**config.mk**
```make
export PLATFORM = sky130hd
export DESIGN_NAME = opcode_decoder
export DESIGN_NICKNAME = d
export VERILOG_FILES = /design/src/hw/size_decode.v /design/src/hw/opcode_decoder.v
export VERILOG_INCLUDE_DIRS = /design/src /design/src/hw
export SDC_FILE = /design/constraint.sdc
export NUM_CORES = 1
export LEC_CHECK = 0
export BUFFER_PORTS_ARGS = -buffer_cell sky130_fd_sc_hd__buf_2
export CAP_MARGIN = 30
export CORE_ASPECT_RATIO = 0.6
export CORE_MARGIN = 2
export CORE_UTILIZATION = 38
export CTS_CLUSTER_DIAMETER = 80
export CTS_CLUSTER_SIZE = 20
export DETAILED_ROUTE_END_ITERATION = 12
export PLACE_DENSITY = 0.79
export SKIP_LAST_GASP = 1
export SYNTH_ARGS = -nofsm -noshare
export SYNTH_HDL_FRONTEND = slang
export SYNTH_SLANG_ARGS = --single-unit
```
**constraint.sdc**
```tcl
create_clock -name hclk -period 1.6 [get_ports hclk]
set_input_delay 0.24 -clock hclk [delete_from_list [all_inputs] [get_ports hclk]]
set_output_delay 0.24 -clock hclk [all_outputs]
set_load 0.005 [all_outputs]
```
**src/hw/opdec_map.vh**
```
// Opcode field positions and encodings for the decimal-add, exchange and add decoder.
`ifndef OPDEC_MAP_VH
`define OPDEC_MAP_VH
// ==========================================================================
// Group codes in bits 15..12
`define GRP_ANDX      4'hC
`define GRP_ADD       4'hD
`define GRP_SHIFT     4'hE
// ==========================================================================
// Exchange mode field in bits 7..3
`define XMODE_DATA    5'h08
`define XMODE_ADDR    5'h09
`define XMODE_MIXED   5'h11
// ==========================================================================
// Operand sizes
`define SIZE_BYTE     2'h0
`define SIZE_WORD     2'h1
`define SIZE_LONG     2'h2
// ==========================================================================
// Shift and rotate kinds
`define SHK_ARITH     2'h0
`define SHK_LOGIC     2'h1
`define SHK_ROTX      2'h2
`define SHK_ROT       2'h3
// ==========================================================================
// Operation kind codes on op_kind
`define OPK_NONE      4'h0
`define OPK_DECADD    4'h1
`define OPK_SWAPD     4'h2
`define OPK_SWAPA     4'h3
`define OPK_SWAPM     4'h4
`define OPK_ADD       4'h5
`define OPK_ADDEXT    4'h6
`define OPK_SHIFT     4'h7
// ==========================================================================
// AHB register byte offsets
`define REG_INSN      8'h00
`define REG_RESULT    8'h04
`endif

```
**src/hw/size_decode.v**
```verilog
// Two-bit size field to size code, with a validity flag.
`timescale 1ns/1ps
module size_decode
(
  input  wire [1:0] size_field,
  output wire [1:0] size_code,
  output wire       size_ok
);
  // Code 11 is not a size; the caller treats the opcode as not decoded.
  assign size_code = size_field;
  assign size_ok   = (size_field != 2'h3);
endmodule // size_decode

```
**src/hw/opcode_decoder.v**
```verilog
// Decoder for the decimal-add, exchange, add and register shift opcodes.
`timescale 1ns/1ps
`include "opdec_map.vh"
// Summary of operation
// - Decimal add: C group, b8 set, b7..4 zero.
// - Decimal add b3: 0 register, 1 memory.
// - Register form: both fields name data registers.
// - Mode 01000 swaps two data registers.
// - Mode 01001 swaps two address registers.
// - Mode 10001 swaps data with address register.
// - Add mode picks size and destination.
// - Add-extended: D group, b8 set, b5..4 zero.
// - Add-extended b3: 0 register, 1 memory.
// - Memory form uses address registers, predecrement.
module opcode_decoder
(
  input  wire        hclk,
  input  wire        hresetn,
  input  wire        hsel,
  input  wire [31:0] haddr,
  input  wire [1:0]  htrans,
  input  wire        hwrite,
  input  wire [2:0]  hsize,
  input  wire        hready,
  input  wire [31:0] hwdata,
  output wire [31:0] hrdata,
  output wire        hreadyout,
  output wire        hresp,
  output reg  [3:0]  op_kind,
  output reg  [1:0]  op_size,
  output reg  [2:0]  dst_reg,
  output reg  [2:0]  src_reg,
  output reg         dst_is_addr,
  output reg         src_is_addr,
  output reg         predec_mode,
  output reg         memory_form,
  output reg         result_to_ea,
  output reg  [1:0]  shift_kind,
  output reg         shift_left,
  output reg         count_in_reg
);
  // ==========================================================================
  // Bus slave
  // The bus never stalls and hsize is ignored, since every register is one aligned word.
  // Only the low address byte is decoded, so the two registers repeat through the slot.
  reg  [15:0] insn_ff;
  reg         wr_pend_ff;
  reg  [7:0]  addr_ff;
  wire        take = hsel & hready & htrans[1];
  wire [15:0] nxt_insn = (wr_pend_ff && addr_ff == `REG_INSN) ? hwdata[15:0] : insn_ff;
  always @(posedge hclk or negedge hresetn)
  begin
    if (!hresetn)
    begin
      insn_ff    <= 16'h0000;
      wr_pend_ff <= 1'b0;
      addr_ff    <= 8'h00;
    end
    else
    begin
      insn_ff    <= nxt_insn;
      wr_pend_ff <= take & hwrite;
      if (take)
      begin
        addr_ff <= haddr[7:0];
      end
    end
  end
  assign hreadyout = 1'b1;
  assign hresp     = 1'b0;
  // ==========================================================================
  // Decode
  wire [3:0]  grp                  = insn_ff[15:12];
  wire [2:0]  rx                   = insn_ff[11:9];
  wire [2:0]  ry                   = insn_ff[2:0];
  wire [2:0]  operation_mode_field = insn_ff[8:6];
  wire [1:0]  szc;
  wire        szok;
  size_decode u_size
  (
    .size_field (insn_ff[7:6]),
    .size_code  (szc),
    .size_ok    (szok)
  );
  // ==========================================================================
  // Opcode matches
  // Swaps share the decimal-add group; only bits 7..3 tell them apart.
  wire        c_group_b8 = (grp == `GRP_ANDX) && insn_ff[8];
  wire        hit_decadd = c_group_b8 && (insn_ff[7:4] == 4'h0);
  wire        hit_swapd  = c_group_b8 && (insn_ff[7:3] == `XMODE_DATA);
  wire        hit_swapa  = c_group_b8 && (insn_ff[7:3] == `XMODE_ADDR);
  wire        hit_swapm  = c_group_b8 && (insn_ff[7:3] == `XMODE_MIXED);
  wire        hit_addext = (grp == `GRP_ADD) && insn_ff[8] && (insn_ff[5:4] == 2'h0) && szok;
  wire        hit_add    = (grp == `GRP_ADD) && (operation_mode_field[1:0] != 2'h3);
  wire        hit_shift  = (grp == `GRP_SHIFT) && szok;
  reg  [3:0]  nxt_op_kind;
  reg  [1:0]  nxt_op_size;
  reg         nxt_dst_is_addr;
  reg         nxt_src_is_addr;
  reg         nxt_predec_mode;
  reg         nxt_memory_form;
  reg         nxt_result_to_ea;
  always @*
  begin
    nxt_op_kind      = `OPK_NONE;
    nxt_op_size      = `SIZE_BYTE;
    nxt_dst_is_addr  = 1'b0;
    nxt_src_is_addr  = 1'b0;
    nxt_predec_mode  = 1'b0;
    nxt_memory_form  = 1'b0;
    nxt_result_to_ea = 1'b0;
    if (hit_decadd)
    begin
      nxt_op_kind     = `OPK_DECADD;
      nxt_memory_form = insn_ff[3];
      nxt_dst_is_addr = insn_ff[3];
      nxt_src_is_addr = insn_ff[3];
      nxt_predec_mode = insn_ff[3];
    end
    else if (hit_swapd)
    begin
      // Swaps move whole registers, so they report long size.
      nxt_op_kind = `OPK_SWAPD;
      nxt_op_size = `SIZE_LONG;
    end
    else if (hit_swapa)
    begin
      nxt_op_kind     = `OPK_SWAPA;
      nxt_op_size     = `SIZE_LONG;
      nxt_dst_is_addr = 1'b1;
      nxt_src_is_addr = 1'b1;
    end
    else if (hit_swapm)
    begin
      nxt_op_kind     = `OPK_SWAPM;
      nxt_op_size     = `SIZE_LONG;
      nxt_src_is_addr = 1'b1;
    end
    else if (hit_addext)
    begin
      // Checked before plain add, since these codes overlap add modes 100..110.
      nxt_op_kind     = `OPK_ADDEXT;
      nxt_op_size     = szc;
      nxt_memory_form = insn_ff[3];
      nxt_dst_is_addr = insn_ff[3];
      nxt_src_is_addr = insn_ff[3];
      nxt_predec_mode = insn_ff[3];
    end
    else if (hit_add)
    begin
      // Mode codes x11 belong to another instruction and decode to none here.
      nxt_op_kind      = `OPK_ADD;
      nxt_op_size      = operation_mode_field[1:0];
      nxt_result_to_ea = operation_mode_field[2];
    end
    else if (hit_shift)
    begin
      nxt_op_kind = `OPK_SHIFT;
      nxt_op_size = szc;
    end
  end
  // ==========================================================================
  // Decoded outputs
  // Registering the fields costs a cycle but gives the datapath a clean word.
  // Shift fields pass raw; they mean something only while op_kind says shift.
  always @(posedge hclk or negedge hresetn)
  begin
    if (!hresetn)
    begin
      op_kind      <= `OPK_NONE;
      op_size      <= `SIZE_BYTE;
      dst_reg      <= 3'h0;
      src_reg      <= 3'h0;
      dst_is_addr  <= 1'b0;
      src_is_addr  <= 1'b0;
      predec_mode  <= 1'b0;
      memory_form  <= 1'b0;
      result_to_ea <= 1'b0;
      shift_kind   <= `SHK_ARITH;
      shift_left   <= 1'b0;
      count_in_reg <= 1'b0;
    end
    else
    begin
      op_kind      <= nxt_op_kind;
      op_size      <= nxt_op_size;
      dst_reg      <= rx;
      src_reg      <= ry;
      dst_is_addr  <= nxt_dst_is_addr;
      src_is_addr  <= nxt_src_is_addr;
      predec_mode  <= nxt_predec_mode;
      memory_form  <= nxt_memory_form;
      result_to_ea <= nxt_result_to_ea;
      shift_kind   <= insn_ff[4:3];
      shift_left   <= insn_ff[8];
      count_in_reg <= insn_ff[5];
    end
  end
  // ==========================================================================
  // Read data
  wire [31:0] result_word = {15'h0000, result_to_ea, memory_form, predec_mode, src_is_addr,
                             dst_is_addr, src_reg, dst_reg, op_size, op_kind};
  reg  [31:0] rd;
  always @*
  begin
    case (addr_ff)
      `REG_INSN:
      begin
        rd = {16'h0000, insn_ff};
      end
      `REG_RESULT:
      begin
        rd = result_word;
      end
      default:
      begin
        rd = 32'h00000000;
      end
    endcase
  end
  assign hrdata = rd;
endmodule // opcode_decoder

```
==> impl_summary.md <==
Timing
In this run the tightest slew margin relative to its limit is 62.9%. Dividing the final minimum period by the clock period gives 131%. Setup repair after global routing could not meet its margin everywhere. The final number of max-transition violations was 0. The time the worst path needs with I/O delays and setup is 2.09 ns. Adding up every negative setup slack in the final design gives -11.32 ns. For the pin with the worst max-slew slack, the measured transition is 0.557 ns. The count of endpoints failing hold in the final timing report is 0. Once routing completed, OpenROAD measured the worst setup slack at -0.492 ns. Hold timing on the final database bottoms out at a slack of 0.0146 ns. The maximum clock rate is 478 MHz. Setup violations remaining at the end of the flow were counted as 33. The final clock skew is 0.00801 ns.

Worst setup path
The slack of the worst reg-to-reg path is -0.26 ns. STA classifies the critical path startpoint as a register. For the worst setup path, the data arrival time is 1.85 ns.

The worst reg2reg path endpoint is insn_ff[13]$_DFFE_PN0P_. The slowest cell on the critical path is or4_4. The top fanout value on the critical path is 7. The sum of buffers and inverters on the critical path is 2. The critical setup path kind is register to primary output.

Data on the critical path is required at its endpoint by 1.36 ns. In this run the worst setup path terminates at hrdata[3]. The startpoint of the most critical setup path is addr_ff[0]$_DFFE_PN0P_. The critical register-to-register path startpoint is addr_ff[0]$_DFFE_PN0P_. The number of stages on the worst setup path is 5.

The peak per-stage delay on the critical path is 0.55 ns. The endpoint type of the worst setup path is a primary output. For the worst flop-to-flop path, the logic depth is 4. The family with the most delay on the worst path is simple AND/OR/NAND/NOR gates.

The critical path goes through or4_4 > nand2b_4 > buf_12 > nor3b_2 > buf_2.

Drt
After detailed routing, the number of remaining DRC violations is 0. After detailed routing, the number of vias per cell comes to 4.64. In the detailed route, the total length drawn on met2 is 2.06 mm.

The detailed router finished its first iteration with 54 violations. The routed metal-1 wirelength is 2.28 mm. The total detailed-routing wirelength is 4.62 mm. The pre-antenna-repair detailed-routing pass consisted of 4 iterations.

The number of nets with antenna violations after routing is 0. The highest metal layer with signal wires is met4. The met3 layer wire length in the routed design is 259 um.

The average wire length per cell after detail routing is 15.1 um. The routed layout has 1423 vias.

Yosys
Synthesis produced a netlist whose cell count is 167. The post-synthesis cell type count is 32. The Yosys step of the flow raised 0 warnings. The flop and latch count out of synthesis is 44.

Each instance of the synthesized netlist takes up on average 12.3 sq um. The netlist area before placement is 2060 sq um. The sequential fraction of the synthesis area is 53.6%.

Power
The portion of total power attributed to sequential cells is 54.7%. Of the total power, combinational logic draws 18.9%. In this run the static leakage power is 1.37 nW.

In this run the power spent charging and discharging nets is 0.665 mW. The internal power summed over all cells is 1.78 mW. The fraction of power consumed by the clock network is 26.4%. The highest ir drop seen on vdd is 0.000393 V. Net switching is 27.3% of the power. The power per unit of standard cell area is 924 nW/um^2.

Global routing
The via count of the first global-routing pass is 1415. The initial antenna violation count came to 0. The combined global-route utilization of all metal layers is 15.5%.

The first-pass GRT wire length is 7.05 mm. The total overflow left after global routing is 0. Entering global routing, the biggest net connects 45 pins.

Placed design
The placed wire-length estimate is 3.27 mm. The number of placed instances with taps included is 298. Summing all placed instances gives a cell area of 2440 sq um. The number of buffer cells added on primary ports is 66.

The congestion estimate from routability-driven global placement came to 0.831.

Status
The run finished, with violations left. The checks that failed: setup timing.

Finish
The repair_antennas step left the layout with diodes totalling 0. The most common library cell in the layout ignoring fill and taps is buf_2. The final cell area excluding filler cells is 2640 sq um. In the final layout, the registers with the most flip-flops are insn_ff: 16 flops, addr_ff: 8 flops.

The top cell types in the final layout, fill and taps aside, are 66 x buf_2, 44 x dfrtp_1, 18 x conb_1. The core utilization of the finished layout is 51.5%. The post-route netlist has 50.6% of its cells at a drive strength greater than 1. The layout-stage area growth over the synthesis result is 28.5%. The net count of the finished layout is 315. The post-route non-filler standard cell count is 307. The register with the most flip-flops in the layout has 16 of them.

The largest register by flop count is insn_ff.

Floorplanning
The number of placed I/O pins is 129. The number of standard-cell rows in the floorplan is 20. The placeable core region is 5130 sq um. The overall die height is 61.0 um. Measured along the x axis, the die boundary spans 99.0 um. The full die area is 6030 sq um. Once the floorplan was initialized, standard cells occupied 40.1% of the core.

Clock network
TritonCTS built the clock tree. The maximum clock insertion buffer count is 2. The cell sitting at the root of the clock tree is a clkbuf_8.

The count of clock tree sinks is 44. The CTS buffer count is 5. The number of hold buffers added after CTS was 0. The clock network latency to the later pin of the worst-skew pair is 0.29 ns. CTS built an H-tree with a depth of 2. After clock tree synthesis, the clock-pin slew on the worst setup and hold paths is 0.08 ns.

Hold path
The path type of the worst min-delay path is primary input to asynchronous set/reset pin.

Job
The reported max-cap violation count is 0.
-- Yosys cell counts --
cell type,number,area (sq um)
a21oi_1,3,15.0
and4_1,1,8.76
o21ai_0,2,10.0
clkbuf_1,2,7.51
nand2_1,5,18.8
a21boi_0,2,15.0
nor2_1,18,67.6
nor3_1,1,5.00
conb_1,2,7.51
buf_1,1,3.75
dfrtp_1,44,1100
a31oi_1,2,12.5
nand4bb_1,1,11.3
mux2_4,10,150
nand4_1,2,12.5
and3b_1,2,17.5
or4_1,2,15.0
buf_12,1,20.0
o22ai_1,1,6.26
nand2b_1,4,25.0
nor4b_1,1,8.76
buf_2,1,5.00
o2bb2ai_1,1,8.76
xor2_1,1,8.76
nor3b_1,2,15.0
and2_1,1,6.26
mux2i_1,13,130
buf_6,1,11.3
buf_4,19,143
nand3_1,4,20.0
mux2_2,14,158
inv_1,3,11.3
-- how the worst min path moves through the flow --
| stage | depth (start not counted) | endpoint | startpoint | slack [ns] |
|---|---|---|---|---|
| floorplan | 0 | addr_ff[0]$_DFFE_PN0P_ | hresetn | -0.06 |
| global placement | 2 | shift_kind[1]$_DFF_PN0_ | hresetn | 0.35 |
| detailed placement | 2 | shift_kind[1]$_DFF_PN0_ | hresetn | 0.36 |
| CTS | 2 | shift_kind[0]$_DFF_PN0_ | hresetn | 0.04 |
| global route | 2 | shift_kind[0]$_DFF_PN0_ | hresetn | 0.06 |
| finish | 2 | shift_kind[0]$_DFF_PN0_ | hresetn | 0.01 |
-- per-stage QoR --
step	setup slack (ns)	total power [mW]
2_1_floorplan	-0.148	1.63
3_3_place_gp	-0.270	1.76
3_5_place_dp	-0.258	1.78
4_1_cts	-0.509	2.44
5_1_grt	-0.569	2.59
6_report	-0.492	2.44
-- routing by layer --
layer  GRT usage [%]  up-vias
met2            24.5       40
met4            4.11        0
met5               0        -
met1            21.1      698
li1                -      681
met3            4.95        4
-- power by group through the flow --
stage | Clock [mW] | Sequential (mW) | Combinational, mW
2_1_floorplan | 0 | 1.32 | 0.307
5_1_grt | 0.719 | 1.36 | 0.510
3_3_place_gp | 0 | 1.34 | 0.421
6_report | 0.644 | 1.34 | 0.461
4_1_cts | 0.673 | 1.33 | 0.441
3_5_place_dp | 0 | 1.35 | 0.432
-- cells by family after synthesis --
kind of cell / Yosys count / synth area share (%)
other cells: 2 / 0.365
compound gates: 11 / 3.29
flops: 44 / 53.6
simple gates: 44 / 11.3
xor+xnor: 1 / 0.426
mux: 37 / 21.3
buf+inv: 28 / 9.80
-- layout make-up --
type / count / area, sq um
Sequential cell: 44 / 1100
Fill cell: 477 / 2490
Timing Repair Buffer: 76 / 464
Tap cell: 66 / 82.6
Inverter: 3 / 11.3
Clock buffer: 6 / 72.6
Multi-Input combinational cell: 111 / 905
Clock inverter: 1 / 5.00
-- timing repair --
item,in CTS,in global routing
pin swaps,0,9
setup endpoints to repair,33,33
buffers inserted,0,0
cloned,0,2
resized for setup,4,9
Power figures use the tool's default switching activity.
